`src/mpmi_pkg.sv`:
```
`default_nettype none
package mpmi_pkg;
    localparam int CLK_PERIOD_NS = 25;
    localparam int MDC_MIN_PHASE_NS = 160;
    localparam int MDC_MIN_PERIOD_NS = 400;
    localparam int MDC_HALF_NS = (MDC_MIN_PERIOD_NS / 2 > MDC_MIN_PHASE_NS) ?
        MDC_MIN_PERIOD_NS / 2 : MDC_MIN_PHASE_NS;
    localparam int MDC_HALF_CYC = (MDC_HALF_NS + CLK_PERIOD_NS - 1) /
        CLK_PERIOD_NS;
    localparam int MDC_TW = $clog2(MDC_HALF_CYC + 1);
    localparam int NIB_W = 4;
    localparam int MGMT_FRAME_BITS = 64;
    localparam int MGMT_TA_BIT = 46;
    localparam int MGMT_DATA_BIT = 48;
    localparam int MGMT_CNT_W = 6;
    localparam logic [31:0] MGMT_PREAMBLE = 32'hFFFFFFFF;
    localparam logic [1:0] MGMT_START = 2'h1;
    localparam logic [1:0] MGMT_OP_WRITE = 2'h1;
    localparam logic [1:0] MGMT_OP_READ = 2'h2;
    localparam logic [1:0] MGMT_TA_WRITE = 2'h2;
    localparam logic [3:0] TXD_RST = 4'h0;
    localparam logic [15:0] RDATA_RST = 16'h0000;

    typedef enum logic [1:0] {
        MPMI_MG_IDLE,
        MPMI_MG_LOW,
        MPMI_MG_HIGH
    } mpmi_mg_state_t;

    // In the serial coder mode only lane 0 carries data.
    function automatic logic [3:0] mpmi_lane_sel(input logic serial,
                                                 input logic [3:0] nib);
        mpmi_lane_sel = serial ? {3'h0, nib[0]} : nib;
    endfunction : mpmi_lane_sel
endpackage : mpmi_pkg
`default_nettype wire

```
`src/mpmi_top.sv`:
```
// Overview of operation
// - Drive one nibble on txd per tx clock period while tx_en is high.
// - Serial coder mode sends on txd bit 0 only, others unused.
// - Capture an rx nibble each rx clock period while rx_dv is high.
// - rx_er marks the frame errored, but only while rx_dv is high.
// - Serial coder mode receives on rxd bit 0 only.
// - Carrier sense is asynchronous and is synchronised before use.
// - Collision is ignored in full-duplex mode.
// - Management clock phases at least 160 ns, period at least 400 ns.
// - Management clock may pause without limit between transfers.
// - Device drives management data in writes, in step with the clock.
// - tx_en rises with first nibble, falls just after the next tx clock rise after last.
`timescale 1ns/1ps
`default_nettype none
module mpmi_top (
    // System
    input wire logic ref_clk,
    input wire logic rst_n,
    // Mode
    input wire logic serial_coder_10m_mode,
    input wire logic full_duplex,
    // Transmit user side
    input wire logic tx_valid,
    input wire logic [mpmi_pkg::NIB_W-1:0] tx_nibble,
    output logic tx_taken,
    // Receive user side
    output logic rx_nib_valid,
    output logic [mpmi_pkg::NIB_W-1:0] rx_nib,
    output logic rx_frame_end,
    output logic rx_frame_err,
    // Medium status
    output logic carrier_sense,
    output logic collision,
    // Management user side
    input wire logic mgmt_start,
    input wire logic mgmt_write,
    input wire logic [4:0] mgmt_phy_addr,
    input wire logic [4:0] mgmt_reg_addr,
    input wire logic [15:0] mgmt_wdata,
    output logic mgmt_busy,
    output logic mgmt_done,
    output logic [15:0] mgmt_rdata,
    // PHY pins
    input wire logic phy_tx_clk,
    output logic phy_tx_en,
    output logic [mpmi_pkg::NIB_W-1:0] phy_txd,
    input wire logic phy_rx_clk,
    input wire logic phy_rx_dv,
    input wire logic phy_rx_er,
    input wire logic [mpmi_pkg::NIB_W-1:0] phy_rxd,
    input wire logic phy_crs,
    input wire logic phy_col,
    output logic phy_mdc,
    input wire logic phy_mdio_i,
    output logic phy_mdio_o,
    output logic phy_mdio_oe
);
    import mpmi_pkg::*;

    // Two-stage synchronisers; stage one feeds stage two only.
    logic [10:0] sync1_r;
    logic [10:0] sync2_r;
    logic tx_clk_d_r;
    logic rx_clk_d_r;
    logic tx_clk_s, rx_clk_s, rx_dv_s, rx_er_s, crs_s, col_s, mdio_s;
    logic [3:0] rxd_s;
    logic tx_rise, rx_fall;

    always_ff @(posedge ref_clk or negedge rst_n) begin
        if (!rst_n) begin
            sync1_r <= '0;
            sync2_r <= '0;
            tx_clk_d_r <= 1'b0;
            rx_clk_d_r <= 1'b0;
        end else begin
            sync1_r <= {phy_mdio_i, phy_col, phy_crs, phy_rxd, phy_rx_er,
                        phy_rx_dv, phy_rx_clk, phy_tx_clk};
            sync2_r <= sync1_r;
            tx_clk_d_r <= sync2_r[0];
            rx_clk_d_r <= sync2_r[1];
        end
    end

    assign tx_clk_s = sync2_r[0];
    assign rx_clk_s = sync2_r[1];
    assign rx_dv_s = sync2_r[2];
    assign rx_er_s = sync2_r[3];
    assign rxd_s = sync2_r[7:4];
    assign crs_s = sync2_r[8];
    assign col_s = sync2_r[9];
    assign mdio_s = sync2_r[10];
    assign tx_rise = tx_clk_s & ~tx_clk_d_r;
    // Sampling mid-period keeps us clear of the PHY's data transitions.
    assign rx_fall = ~rx_clk_s & rx_clk_d_r;

    // Transmit: a new nibble is launched just after each tx clock rise.
    always_ff @(posedge ref_clk or negedge rst_n) begin
        if (!rst_n) begin
            phy_tx_en <= 1'b0;
            phy_txd <= TXD_RST;
            tx_taken <= 1'b0;
        end else begin
            tx_taken <= 1'b0;
            if (tx_rise) begin
                phy_tx_en <= tx_valid;
                tx_taken <= tx_valid;
                if (tx_valid) begin
                    phy_txd <= mpmi_lane_sel(serial_coder_10m_mode,
                                             tx_nibble);
                end else begin
                    phy_txd <= TXD_RST;
                end
            end
        end
    end

    // Receive.
    logic rx_in_frame_r;

    always_ff @(posedge ref_clk or negedge rst_n) begin
        if (!rst_n) begin
            rx_in_frame_r <= 1'b0;
            rx_nib_valid <= 1'b0;
            rx_nib <= TXD_RST;
            rx_frame_end <= 1'b0;
            rx_frame_err <= 1'b0;
        end else begin
            rx_nib_valid <= 1'b0;
            rx_frame_end <= 1'b0;
            if (rx_fall) begin
                rx_in_frame_r <= rx_dv_s;
                if (rx_dv_s) begin
                    rx_nib_valid <= 1'b1;
                    rx_nib <= mpmi_lane_sel(serial_coder_10m_mode,
                                            rxd_s);
                    if (!rx_in_frame_r) begin
                        rx_frame_err <= rx_er_s;
                    end else if (rx_er_s) begin
                        rx_frame_err <= 1'b1;
                    end
                end else if (rx_in_frame_r) begin
                    rx_frame_end <= 1'b1;
                end
            end
        end
    end

    // Medium status.
    always_ff @(posedge ref_clk or negedge rst_n) begin
        if (!rst_n) begin
            carrier_sense <= 1'b0;
            collision <= 1'b0;
        end else begin
            carrier_sense <= crs_s;
            collision <= col_s & ~full_duplex;
        end
    end

    // Management engine.
    mpmi_mg_state_t mg_state_r;
    logic [MDC_TW-1:0] mg_timer_r;
    logic [MGMT_CNT_W-1:0] mg_bit_r;
    logic [MGMT_FRAME_BITS-1:0] mg_shift_r;
    logic mg_write_r;
    logic mg_phase_end;

    localparam logic [MDC_TW-1:0] MG_TIMER_LAST =
        MDC_TW'(MDC_HALF_CYC - 1);
    localparam logic [MGMT_CNT_W-1:0] MG_BIT_LAST =
        MGMT_CNT_W'(MGMT_FRAME_BITS - 1);
    localparam logic [MGMT_CNT_W-1:0] MG_TA_POS = MGMT_CNT_W'(MGMT_TA_BIT);
    localparam logic [MGMT_CNT_W-1:0] MG_DATA_POS =
        MGMT_CNT_W'(MGMT_DATA_BIT);

    assign mg_phase_end = (mg_timer_r == MG_TIMER_LAST);

    always_ff @(posedge ref_clk or negedge rst_n) begin
        if (!rst_n) begin
            mg_state_r <= MPMI_MG_IDLE;
            mg_timer_r <= '0;
            mg_bit_r <= '0;
            mg_shift_r <= '0;
            mg_write_r <= 1'b0;
            phy_mdc <= 1'b0;
            phy_mdio_o <= 1'b0;
            phy_mdio_oe <= 1'b0;
            mgmt_busy <= 1'b0;
            mgmt_done <= 1'b0;
            mgmt_rdata <= RDATA_RST;
        end else begin
            mgmt_done <= 1'b0;
            unique case (mg_state_r)
                MPMI_MG_IDLE: begin
                    // The clock simply parks low between frames.
                    phy_mdc <= 1'b0;
                    if (mgmt_start) begin
                        mg_shift_r <= {MGMT_PREAMBLE, MGMT_START,
                            mgmt_write ? MGMT_OP_WRITE : MGMT_OP_READ,
                            mgmt_phy_addr, mgmt_reg_addr, MGMT_TA_WRITE,
                            mgmt_write ? mgmt_wdata : 16'h0000};
                        mg_write_r <= mgmt_write;
                        mg_bit_r <= '0;
                        mg_timer_r <= '0;
                        phy_mdio_o <= MGMT_PREAMBLE[31];
                        phy_mdio_oe <= 1'b1;
                        mgmt_busy <= 1'b1;
                        mg_state_r <= MPMI_MG_LOW;
                    end
                end
                MPMI_MG_LOW: begin
                    mg_timer_r <= mg_timer_r + 1'b1;
                    if (mg_phase_end) begin
                        mg_timer_r <= '0;
                        phy_mdc <= 1'b1;
                        if (!mg_write_r && mg_bit_r >= MG_DATA_POS) begin
                            mgmt_rdata <= {mgmt_rdata[14:0], mdio_s};
                        end
                        mg_state_r <= MPMI_MG_HIGH;
                    end
                end
                MPMI_MG_HIGH: begin
                    mg_timer_r <= mg_timer_r + 1'b1;
                    if (mg_phase_end) begin
                        mg_timer_r <= '0;
                        phy_mdc <= 1'b0;
                        if (mg_bit_r == MG_BIT_LAST) begin
                            phy_mdio_oe <= 1'b0;
                            phy_mdio_o <= 1'b0;
                            mgmt_busy <= 1'b0;
                            mgmt_done <= 1'b1;
                            mg_state_r <= MPMI_MG_IDLE;
                        end else begin
                            mg_bit_r <= mg_bit_r + 1'b1;
                            mg_shift_r <= {mg_shift_r[62:0], 1'b0};
                            phy_mdio_o <= mg_shift_r[62];
                            phy_mdio_oe <= mg_write_r ||
                                (mg_bit_r + 1'b1 < MG_TA_POS);
                            mg_state_r <= MPMI_MG_LOW;
                        end
                    end
                end
            endcase
        end
    end
endmodule : mpmi_top
`default_nettype wire

```
`config.mk`:
```
export PLATFORM = sky130hd
export DESIGN_NAME = mpmi_top
export DESIGN_NICKNAME = d
export VERILOG_FILES = /design/src/mpmi_pkg.sv /design/src/mpmi_top.sv
export SDC_FILE = /design/constraint.sdc
export NUM_CORES = 1
export LEC_CHECK = 0
export BUFFER_PORTS_ARGS = -buffer_cell sky130_fd_sc_hd__buf_4
export CAP_MARGIN = 0
export CORE_UTILIZATION = 35
export CTS_CLUSTER_SIZE = 14
export DETAILED_ROUTE_END_ITERATION = 8
export PLACE_DENSITY = 0.59
export SLEW_MARGIN = 10
export SYNTH_ARGS = -nofsm -noshare
export SYNTH_HDL_FRONTEND = slang
export SYNTH_SLANG_ARGS = --single-unit
```
`constraint.sdc`:
```
create_clock -name ref_clk -period 2.66 [get_ports ref_clk]
set_input_delay 0.266 -clock ref_clk [delete_from_list [all_inputs] [get_ports ref_clk]]
set_output_delay 0.266 -clock ref_clk [all_outputs]
set_load 0.005 [all_outputs]
```
==> results summary, run 1 <==
Fill cells in the final layout number 1310. The aggregate global routing overflow came out at 0. The run finished with clean final reports. The vias per cell is 4.977.

The number of standard-cell rows in the floorplan is 44. The die width came out at 124.2 um. The count of buffers added on input and output ports is 83.

The number of antenna violations at the first check in global routing came out at 0. The power consumption came out at 4.647 mW. The number of global-route vias before repair was 3509. Routability-driven placement finished with a final weighted congestion of 0.7685. The number of buffers created by CTS is 17. The area overhead of the layout relative to synthesis came out at 29.93%. The root buffer cell chosen for the clock tree is sky130_fd_sc_hd__clkbuf_16.

The clock reaches the later pin of the worst-skew pair after 0.41 ns. The sum of buffers and inverters on the critical path came out at 1. The share of async-settable or async-resettable flops after synthesis is 1.000. Setup repair after global routing left no endpoint under its margin. The count of inserted antenna diode cells is 0. The worst slack after detailed placement is 0.2434 ns.

The number of hold-slack violations in the final timing report is 0. The final standard cell count with taps included and fillers excluded is 708. In the layout the commonest cells are sky130_fd_sc_hd__dfrtp_1, sky130_fd_sc_hd__buf_4, sky130_fd_sc_hd__nand2_1. In this run the worst hold path is classified as input port to register. The number of max-cap violations is 0. The detailed-routing wirelength on met1 is 4652 um.

The clock-pin slew on the worst setup and hold paths came out at 0.05 ns. The floorplan step defined a die boundary enclosing 15420 um^2. Traced cell by cell, the critical path runs through ha_1 -> nand2_1 -> o21ai_2 -> a211o_2 -> a222oi_1 -> inv_1.

The fraction of layout instances using a drive strength above 1 is 0.2824. Across all hold checks on the routed design, the worst slack comes to 0.06419 ns. The violation count after the first detailed-route iteration is 231. The sequential share of the synthesized area is 0.6561. The all-layer global routing usage came out at 0.1407. The initial core utilization came out at 0.3595.

The data arrival at the endpoint of the critical path is 2.47 ns. The worst pin sits at a relative slew slack of 0.5524. The number of cells in the design after placement came out at 665. The library cell used most frequently in the layout, excluding fill and tap cells, is sky130_fd_sc_hd__dfrtp_1. The number of max-slew violations in the final report was 0. The most frequently used flop master after synthesis is sky130_fd_sc_hd__dfrtp_1. The worst setup path is of the register to register kind.

The cell leakage power is 3.149 nW. The placed instance area is 6081 um^2. The slew at the pin closest to its max-slew limit came out at 0.6714 ns. The detailed route wirelength on metal3 is 644 um.

The total number of nets in the final design is 566. The delay contributed by the slowest stage of the critical path is 0.55 ns. STA classifies the critical path startpoint as a register. In the routed design, unresolved DRC markers number 0.

The count of nets left with antenna violations once routing finished came out at 0. The number of H-tree branching levels came out at 4. The category of cells accounting for the largest share of critical-path delay is compound AO/OA/AOI/OAI gates. The count of distinct cell types in the synthesized netlist is 44. The utilization after layout came out at 0.4671. The post-route clock skew came out at 0.007253 ns. The vertical die dimension came out at 124.2 um. The uppermost layer routed is met4. The HPWL reported at the end of detailed placement is 6591 um.

The clock drives 137 sinks. For this run, the detailed router's first-pass iteration total came to 5. The largest net degree at the start of global routing came out at 56. TritonCTS built the clock tree.

The post-synthesis instance total is 408. The final setup TNS came out at 0 ns. The total length of routed met2 wires came out at 4356 um. The shortest period the worst path allows came out at 2.180 ns.

The global-route wire length before repair came out at 16530 um. The mapped netlist covers 5225 um^2. The worst setup path is captured at a register. The clock tree buffer depth is 2. The core region is 14530 um^2. The cell type of the slowest stage on the worst timing path is sky130_fd_sc_hd__a211o_2.

The finished cells cover 6789 um^2. The post-route worst setup slack is 0.4800 ns. Data on the critical path is required at its endpoint by 2.95 ns.

The number of ports placed on the die boundary is 84. The count of synthesis-stage warnings from yosys came out at 0. The ratio of final minimum period to clock period is 0.8196.

Tracing the worst setup path back leads to its startpoint at mg_bit_r[0]$_DFFE_PN0P_. The biggest fanout along the worst timing path came out at 28. The upper clock frequency limit is 458.7 MHz. After detailed routing, the average wire length per cell comes to 13.91 um. Summed over all layers, the routed wires come to 9845 um. The number of nets in the synthesized netlist is 461.

The average cell area after synthesis came out at 12.81 um^2. The startpoint identified for the worst register-to-register timing path is mg_bit_r[0]$_DFFE_PN0P_. The hold path startpoint is mgmt_wdata[7]. The total setup buffers inserted after CTS came out at 0. The number of synthesized register bits came out at 137.

The peak supply drop is 0.4570 mV. The power per unit of standard cell area came out at 684.5 nW/um^2. The number of flops mapped to enable cells by yosys came out at 0. The final-report setup violation count is 0. The via count came out at 3524.
[worst register-to-register path: stages (launching register included)]
cell and delay, ns:
sky130_fd_sc_hd__dfrtp_1 0.42, sky130_fd_sc_hd__ha_1 0.31, sky130_fd_sc_hd__nand2_1 0.15, sky130_fd_sc_hd__o21ai_2 0.09, sky130_fd_sc_hd__a211o_2 0.55, sky130_fd_sc_hd__a222oi_1 0.46
sky130_fd_sc_hd__inv_1 0.08
[synth_stat cells (3+ instances only)]
cell | n | area (um^2)
sky130_fd_sc_hd__dfrtp_1 | 137 | 3428
sky130_fd_sc_hd__nand2_1 | 40 | 150.1
sky130_fd_sc_hd__o22a_1 | 33 | 289.0
sky130_fd_sc_hd__o21ai_0 | 32 | 160.2
sky130_fd_sc_hd__inv_1 | 20 | 75.07
sky130_fd_sc_hd__mux2_2 | 17 | 191.4
sky130_fd_sc_hd__a222oi_1 | 15 | 150.1
sky130_fd_sc_hd__nor2_1 | 14 | 52.55
sky130_fd_sc_hd__clkbuf_1 | 13 | 48.80
sky130_fd_sc_hd__mux2i_1 | 11 | 110.1
sky130_fd_sc_hd__a21oi_1 | 8 | 40.04
sky130_fd_sc_hd__a22o_1 | 8 | 70.07
sky130_fd_sc_hd__buf_2 | 7 | 35.03
sky130_fd_sc_hd__ha_1 | 5 | 62.56
sky130_fd_sc_hd__nand2b_1 | 5 | 31.28
sky130_fd_sc_hd__nand3_1 | 5 | 25.02
sky130_fd_sc_hd__buf_6 | 3 | 33.78
[area by class of cell]
type	count	area [um^2]	area share
clock buffers	22	454.2	0.06690
clock inverters	8	122.6	0.01806
inverters	20	75.07	0.01106
multi-input cells	227	1620	0.2387
flip-flops and latches	137	3428	0.5050
well taps	184	230.2	0.03391
repair buffers	110	858.3	0.1264
[power by group]
group | total (mW) | switching [mW] | internal (mW)
logic | 0.194 | 0.0868 | 0.107
clock network | 2.29 | 0.808 | 1.48
registers | 2.16 | 0.0236 | 2.14
[state kept, by name (all words and copies together) (netlist names), 2 cells and up]
| name | cells |
|---|---|
| mg_bit_r | 6 |
| phy_txd | 4 |
| mg_shift_r | 63 |
| mgmt_rdata | 16 |
| sync2_r | 11 |
| rx_nib | 4 |
| mg_state_r | 2 |
| sync1_r | 11 |
| mg_timer_r | 4 |
[repair_timing]
item | 4_1_cts | 5_1_grt
hold buffers | 13 | 0
endpoints found under the hold margin | 62 | 0
gates resized for setup | 0 | 1
setup endpoints to repair | 0 | 7
[kinds of logic after synthesis]
logic type               Yosys count  synth area share
flip-flops                       137            0.6561
AO/OA/AOI/OAI                    110            0.1583
adder cells (fa/ha/maj)            5           0.01197
buffers and inverters             44           0.03759
AND/OR/NAND/NOR                   83           0.07663
multiplexers                      28           0.05771
XOR/XNOR                           1          0.001677
[final timing paths]
path / slack [ns] / to / cells past startpoint
hold reg to reg: 0.34 / sync2_r[6]$_DFF_PN0_ / 0
setup / recovery: 0.48 / mg_shift_r[8]$_DFFE_PN0P_ / 6
hold / removal: 0.06 / mg_shift_r[7]$_DFFE_PN0P_ / 3
min in group asynchronous: 0.44 / sync2_r[7]$_DFF_PN0_ / 2
max in group asynchronous: 1.47 / mgmt_rdata[6]$_DFFE_PN0P_ / 3
setup reg to reg: 0.48 / mg_shift_r[8]$_DFFE_PN0P_ / 6
[routing by layer]
| layer | vias to the layer above | global-route usage |
|---|---|---|
| li1 | 1685 | - |
| met1 | 1717 | 0.1849 |
| met2 | 107 | 0.2106 |
| met3 | 15 | 0.04258 |
| met4 | 0 | 0.06920 |
| met5 | - | 0 |
Note: power is estimated with default switching activity, not from simulation.
==> run 2, diff against run 1 <==
PLACE_DENSITY = 0.61   (was 0.59)
clock period = 2 ns   (was 2.66 ns; I/O delays follow)
==> run 2 against run 1 <==
Net effect:
- sequential cell count stayed put
- die area stayed put
- core utilization is 2.7 points higher
- sequential share of layout area is 2.8 points lower
- highest routed layer unchanged
- first-iteration DRC count is 16% lower
- worst setup slack worse by 0.40 ns
- global-route usage is 0.36 points higher
==> results summary, run 2 (synthesis gave the netlist of run 1 again) <==
Result of the run: finished, final reports clean (unchanged). The number of flip-flops in the largest register came out at 63 (unchanged). The register with the most flip-flops is mg_shift_r (unchanged). The initial core utilization came out at 0.3595 (unchanged). The largest net degree at the start of global routing came to 49 (was 56). The number of H-tree branching levels was 4 (unchanged). The core box area is 14530 um^2 (unchanged). The clock-pin slew on the worst setup and hold paths is 0.06 ns (was 0.05 ns). The final-report setup violation count came out at 0 (unchanged). The number of global-route vias before repair came out at 3637 (was 3509). The most common cell after layout, fill and taps aside is sky130_fd_sc_hd__dfrtp_1 (unchanged).

The power per unit of standard cell area is 853.8 nW/um^2 (was 684.5 nW/um^2). The clock latency on the worst-skew pair is 0.42 ns (was 0.41 ns). The first-pass detailed-route iteration total came out at 8 (was 5). The cell leakage power came to 3.323 nW (was 3.149 nW).

The number of ports placed on the die boundary was 84 (unchanged). The relative slew slack came to 0.6273 (was 0.5524). The final setup TNS is 0 ns (unchanged). The biggest fanout along the worst timing path is 7 (was 28). The register area was 3428 um^2 (unchanged).

The ratio of final minimum period to clock period is 0.9608 (was 0.8196). The HPWL reported at the end of detailed placement is 6683 um (was 6591 um). Registers with the most flip-flops: mg_shift_r: 63 flops, mgmt_rdata: 16 flops (unchanged). The final standard cell count with taps included and fillers excluded came out at 741 (was 708).

The via count came out at 3709 (was 3524). The final wirelength is 10440 um (was 9845 um). The path category of the worst min-delay check is input port to register (unchanged). The clock sink total came out at 137 (unchanged). The number of standard-cell rows in the floorplan is 44 (unchanged). The number of buffers created by CTS came out at 17 (unchanged).

The worst path required time was 2.29 ns (was 2.95 ns). The number of max-cap violations was 0 (unchanged). The upper clock frequency limit came out at 520.4 MHz (was 458.7 MHz). The global placement routability congestion is 0.7339 (was 0.7685). The combined area of the multi-input logic cells came out at 1659 um^2 (was 1620 um^2). The final routed DRC violation total is 0 (unchanged). Worst path cell trace: ha_2 -> and3b_2 -> o21ai_4 -> a211o_4 -> clkbuf_16 -> a222oi_1 -> inv_1 (was ha_1 -> nand2_1 -> o21ai_2 -> a211o_2 -> a222oi_1 -> inv_1). The die area came out at 15420 um^2 (unchanged).

The sum of buffers and inverters on the critical path was 2 (was 1). Highest-count cells in the layout ignoring fill and taps: sky130_fd_sc_hd__dfrtp_1, sky130_fd_sc_hd__buf_4, sky130_fd_sc_hd__nand2_1 (unchanged). The global-route wire length before repair was 16790 um (was 16530 um). The critical setup path kind is register to register (unchanged). The count of inserted antenna diode cells is 0 (unchanged). The kind of launch point of the worst setup path is a register (unchanged). The number of hold-slack violations in the final timing report is 0 (unchanged). The slew at the pin closest to its max-slew limit is 0.5591 ns (was 0.6714 ns). The vertical die dimension came out at 124.2 um (unchanged). The CTS tree is yes (unchanged). The die width is 124.2 um (unchanged). Setup repair after global routing missed its margin: yes (was no). The delay contributed by the slowest stage of the critical path came out at 0.37 ns (was 0.55 ns).

The number of fill cells came to 1265 (was 1310). The vias per cell is 5.005 (was 4.977). The number of antenna violations at the first check in global routing was 0 (unchanged). The average wire per cell in the routed design came to 14.09 um (was 13.91 um). The total number of nets in the final design was 598 (was 566). The clock tree buffer depth is 2 (unchanged). The worst hold slack is 0.02545 ns (was 0.06419 ns). The all-layer global routing usage was 0.1443 (was 0.1407).

The cell type of the slowest stage on the worst timing path is sky130_fd_sc_hd__dfrtp_1 (was sky130_fd_sc_hd__a211o_2). The number of cells in the design after placement was 673 (was 665). The data arrival at the endpoint of the critical path came out at 2.21 ns (was 2.47 ns). The endpoint kind of the worst setup timing path was a register (unchanged). The violation count after the first detailed-route iteration is 194 (was 231). The aggregate global routing overflow is 0 (unchanged). The master cell of the clock root buffer is sky130_fd_sc_hd__clkbuf_16 (unchanged). The power consumption is 6.133 mW (was 4.647 mW). The fraction of layout instances using a drive strength above 1 is 0.3124 (was 0.2824). The antenna violation net count after detailed routing came to 0 (unchanged). The shortest period the worst path allows is 1.922 ns (was 2.180 ns).

The total of buffers placed on input and output ports came out at 83 (unchanged). The post-route clock skew is 0.01045 ns (was 0.007253 ns). The peak supply drop came to 0.5911 mV (was 0.4570 mV). The area overhead of the layout relative to synthesis came out at 37.48% (was 29.93%). The category of cells accounting for the largest share of critical-path delay is compound AO/OA/AOI/OAI gates (unchanged). The number of max-slew violations in the final report came out at 0 (unchanged).
run 2: cell count changes in the layout (fill, tap and decap cells not counted), sizes merged:
cell         previous run  this run
buf                    97       109
clkbuf                 22        23
inv                    20        21
dlygate4sd3            13        31
clkinv                  2         5
bufinv                  3         1
run 2: routing by layer:
| metal | vias to the layer above | part of all wire | GRT usage |
|---|---|---|---|
| met4 | 0 | 0.019 | 0.07589 |
| met1 | 1835 | 0.46 | 0.1772 |
| met2 | 111 | 0.46 | 0.2258 |
| li1 | 1747 | - | - |
| met5 | - | 0 | 0 |
| met3 | 16 | 0.064 | 0.04670 |
run 2: layout make-up:
| type | count | area share |
|---|---|---|
| multi-input cells | 227 | 0.2310 |
| repair buffers | 142 | 0.1693 |
| clock inverters | 10 | 0.01306 |
| flip-flops and latches | 137 | 0.4773 |
| inverters | 20 | 0.01045 |
| well taps | 184 | 0.03205 |
| clock buffers | 21 | 0.06689 |
run 2: per-stage QoR:
stage	util	setup slack (ns)	area, um^2
floorplan	-	0.02043	5225
finish	0.4942	0.07847	7183
CTS	0.4860	0.01619	7063
global placement	0.4251	0.1407	6178
detailed placement	0.4251	0.02945	6178
global route	0.4942	-0.02168	7183
run 2: tightest hold or removal path, stage by stage:
cell                       delay (ns)
sky130_fd_sc_hd__buf_4           0.08
sky130_fd_sc_hd__a222oi_1        0.06
sky130_fd_sc_hd__inv_1           0.06
run 2: worst paths after layout:
kind	from	end	slack, ns	depth (start not counted)
max in group asynchronous	rst_n	sync1_r[9]$_DFF_PN0_	1.01	3
min reg2reg	sync1_r[3]$_DFF_PN0_	sync2_r[3]$_DFF_PN0_	0.34	0
min	mgmt_wdata[8]	mg_shift_r[8]$_DFFE_PN0P_	0.03	3
max reg2reg	mg_timer_r[1]$_DFFE_PN0P_	mg_shift_r[3]$_DFFE_PN0P_	0.08	7
min in group asynchronous	rst_n	sync2_r[7]$_DFF_PN0_	0.33	2
max	mg_timer_r[1]$_DFFE_PN0P_	mg_shift_r[3]$_DFFE_PN0P_	0.08	7
run 2: where the power goes:
group | switching [mW] | leakage, nW | internal, mW | total, mW
clock | 1.14 | 0.277 | 1.83 | 2.97
sequential | 0.0316 | 1.63 | 2.84 | 2.87
combinational | 0.121 | 1.41 | 0.167 | 0.288
total | 1.29 | 3.32 | 4.84 | 6.13
run 2: what timing repair did:
action	CTS	global route
endpoints found under the hold margin	68	0
setup endpoints to repair	0	16
setup buffers	0	4
hold buffers	31	0
gates resized for setup	0	10
==> run 3, diff against run 2 <==
CELL_PAD_IN_SITES_DETAIL_PLACEMENT = 2   (was unset)
CELL_PAD_IN_SITES_GLOBAL_PLACEMENT = 2   (was unset)
CORE_UTILIZATION = 34   (was 35)
PLACE_DENSITY = 0.8   (was 0.61)
==> run 3 against run 2 <==
Net effect:
- sequential share of layout area up 0.59 points
- hold slack worse by 0.0081 ns
- via count up 3.1%
- critical path depth unchanged
- largest power group unchanged
- highest routed layer unchanged
==> results summary, run 3 (synthesis gave the netlist of run 1 again) <==
Result of the run: finished, final reports clean (unchanged). The endpoint kind of the worst setup timing path is a register (unchanged). The vias per cell was 5.216 (was 5.005).

The number of hold-slack violations in the final timing report is 0 (unchanged). The power consumption is 6.180 mW (was 6.133 mW). The number of cells in the design after placement came out at 671 (was 673).

The area overhead of the layout relative to synthesis was 35.80% (was 37.48%). The number of max-cap violations is 0 (unchanged). The post-route clock skew came out at 0.009081 ns (was 0.01045 ns). The biggest fanout along the worst timing path is 24 (was 7). The met2 track utilization from global routing is 0.3321 (was 0.2258).

Registers with the most flip-flops: mg_shift_r: 63 flops, mgmt_rdata: 16 flops (unchanged). The cell leakage power is 3.282 nW (was 3.323 nW). The final-report setup violation count came out at 0 (unchanged). The first-pass detailed-route iteration total came out at 5 (was 8). The ratio of final minimum period to clock period is 0.9814 (was 0.9608). The number of global-route vias before repair is 4364 (was 3637).

The critical setup path kind is register to register (unchanged). The met1 track utilization from global routing came out at 0.2214 (was 0.1772). The fraction of layout instances using a drive strength above 1 came out at 0.3133 (was 0.3124). The total non-filler cell area in the finished layout is 7096 um^2 (was 7183 um^2). The final wirelength came out at 14160 um (was 10440 um). The vertical die dimension is 126.0 um (was 124.2 um). The layer carrying the most global-route usage is met2 (unchanged).

The master cell of the clock root buffer was sky130_fd_sc_hd__clkbuf_16 (unchanged). The final routed DRC violation total came out at 0 (unchanged). The number of standard-cell rows in the floorplan is 44 (unchanged).

The violation count after the first detailed-route iteration is 154 (was 194). The aggregate global routing overflow came out at 0 (unchanged). The total number of nets in the final design came out at 591 (was 598). The global-route wire length before repair was 22810 um (was 16790 um).

The clock latency on the worst-skew pair is 0.42 ns (about the same). The CTS tree is yes (unchanged). The via count is 3823 (was 3709).

The data arrival at the endpoint of the critical path came out at 2.25 ns (was 2.21 ns). The die width is 126.0 um (was 124.2 um). The met3 usage is 0.04800 (was 0.04670).

The number of antenna violations at the first check in global routing came to 0 (unchanged). The final standard cell count with taps included and fillers excluded is 733 (was 741). The upper clock frequency limit is 509.5 MHz (was 520.4 MHz).

The final setup TNS came to 0 ns (unchanged). The relative slew slack is 0.5513 (was 0.6273). The worst hold slack came out at 0.01731 ns (was 0.02545 ns). The clock sink total was 137 (unchanged). The beginning of the critical path is mg_state_r[0]$_DFFE_PN0P_ (was mg_timer_r[1]$_DFFE_PN0P_). The shortest period the worst path allows is 1.963 ns (was 1.922 ns).

The capture instance of the worst register-to-register path is mg_shift_r[1]$_DFFE_PN0P_ (was mg_shift_r[3]$_DFFE_PN0P_). The number of buffers created by CTS came out at 17 (unchanged). The HPWL reported at the end of detailed placement is 8678 um (was 6683 um). The core box area came out at 14750 um^2 (was 14530 um^2).

The antenna violation net count after detailed routing came out at 0 (unchanged). The peak supply drop came out at 0.5941 mV (was 0.5911 mV). The power per unit of standard cell area is 870.9 nW/um^2 (was 853.8 nW/um^2). The number of ports placed on the die boundary is 84 (unchanged).

The number of H-tree branching levels was 4 (unchanged). The all-layer global routing usage is 0.1867 (was 0.1443). The slew at the pin closest to its max-slew limit is 0.6723 ns (was 0.5591 ns). The clock tree buffer depth came out at 2 (unchanged). The worst path required time is 2.29 ns (about the same). The clock-pin slew on the worst setup and hold paths is 0.06 ns (about the same).

The worst setup slack for register-to-register paths came out at 0.04 ns (was 0.08 ns). The largest net degree at the start of global routing is 58 (was 49). The launch instance of the worst register-to-register path is mg_state_r[0]$_DFFE_PN0P_ (was mg_timer_r[1]$_DFFE_PN0P_). The number of max-slew violations in the final report came out at 0 (unchanged). The global placement routability congestion is 0.7415 (was 0.7339). The most common cell after layout, fill and taps aside was sky130_fd_sc_hd__dfrtp_1 (unchanged). The path depth of the worst reg2reg path came out at 7 (unchanged).

The worst setup path endpoint is mg_shift_r[1]$_DFFE_PN0P_ (was mg_shift_r[3]$_DFFE_PN0P_). The average wire per cell in the routed design is 19.32 um (was 14.09 um). The count of inserted antenna diode cells came out at 0 (unchanged). The total of buffers placed on input and output ports is 83 (unchanged). The number of flip-flops in the largest register came out at 63 (unchanged). The path category of the worst min-delay check is input port to register (unchanged). The register with the most flip-flops was mg_shift_r (unchanged).

The placed instance area came out at 6167 um^2 (was 6178 um^2). The die area was 15870 um^2 (was 15420 um^2). Highest-count cells in the layout ignoring fill and taps: sky130_fd_sc_hd__dfrtp_1, sky130_fd_sc_hd__buf_4, sky130_fd_sc_hd__nand2_1 (unchanged). The kind of launch point of the worst setup path is a register (unchanged).

The initial core utilization is 0.3541 (was 0.3595).
-- run 3: changes by cell type in the layout (fill, tap and decap cells not counted), moves of 2 or more --
| cell | previous run | this run |
|---|---|---|
| sky130_fd_sc_hd__dlygate4sd3_1 | 31 | 24 |
| sky130_fd_sc_hd__clkbuf_8 | 4 | 2 |
| sky130_fd_sc_hd__ha_2 | 2 | 0 |
| sky130_fd_sc_hd__clkinv_4 | 2 | 0 |
| sky130_fd_sc_hd__clkinv_2 | 3 | 5 |
| sky130_fd_sc_hd__clkbuf_1 | 0 | 2 |
-- run 3: area by class of cell --
cell class | count | area [um^2]
Clock buffer | 21 | 460.4
Clock inverter | 9 | 100.1
Fill cell | 1422 | 7659
Inverter | 20 | 75.07
Multi-Input combinational cell | 227 | 1669
Sequential cell | 137 | 3428
Tap cell | 184 | 230.2
Timing Repair Buffer | 135 | 1132
-- run 3: layer usage --
metal  vias to the layer above  share of wire
met2                        99           0.53
met5                         -              0
met1                      1975           0.42
li1                       1734              -
met4                         0          0.013
met3                        15          0.037
-- run 3: worst min path at each step --
stage | startpoint | to | slack (ns) | depth (start not counted)
CTS | mgmt_wdata[15] | mg_shift_r[15]$_DFFE_PN0P_ | 0.00005 | 3
global placement | rst_n | rx_frame_err$_DFFE_PN0P_ | 0.19 | 1
detailed placement | rst_n | rx_frame_end$_DFF_PN0_ | 0.20 | 1
global route | mgmt_wdata[13] | mg_shift_r[13]$_DFFE_PN0P_ | 0.006 | 3
finish | mgmt_wdata[15] | mg_shift_r[15]$_DFFE_PN0P_ | 0.02 | 3
floorplan | rst_n | carrier_sense$_DFF_PN0_ | -0.1 | 0
-- run 3: timing repair --
action | CTS | global route
buffers inserted | 2 | 5
pin swaps | 1 | 3
gates resized for setup | 8 | 4
gates cloned | 0 | 1
endpoints found under the setup margin | 16 | 16
hold endpoints to repair | 75 | 0
hold buffers | 24 | 0
-- run 3: stage by stage --
step	utilization	worst slack (ns)
6_report	0.4809	0.03725
5_1_grt	0.4809	-0.01854
4_1_cts	0.4753	0.008890
3_5_place_dp	0.4180	-0.09075
3_3_place_gp	0.4180	0.1267
2_1_floorplan	-	0.02043
-- run 3: critical path, cell delays in order, from the launching register on --
cell and delay [ns]:
sky130_fd_sc_hd__dfrtp_1 0.42, sky130_fd_sc_hd__inv_2 0.14, sky130_fd_sc_hd__ha_4 0.18, sky130_fd_sc_hd__nor2_1 0.09
sky130_fd_sc_hd__a211o_1 0.33, sky130_fd_sc_hd__buf_12 0.17, sky130_fd_sc_hd__a222oi_1 0.40, sky130_fd_sc_hd__inv_1 0.09
-- run 3: report_power, final --
group / switching [mW] / internal (mW) / total [mW]
Combinational: 0.136 / 0.161 / 0.297
Sequential: 0.0335 / 2.84 / 2.88
Clock: 1.13 / 1.87 / 3.01
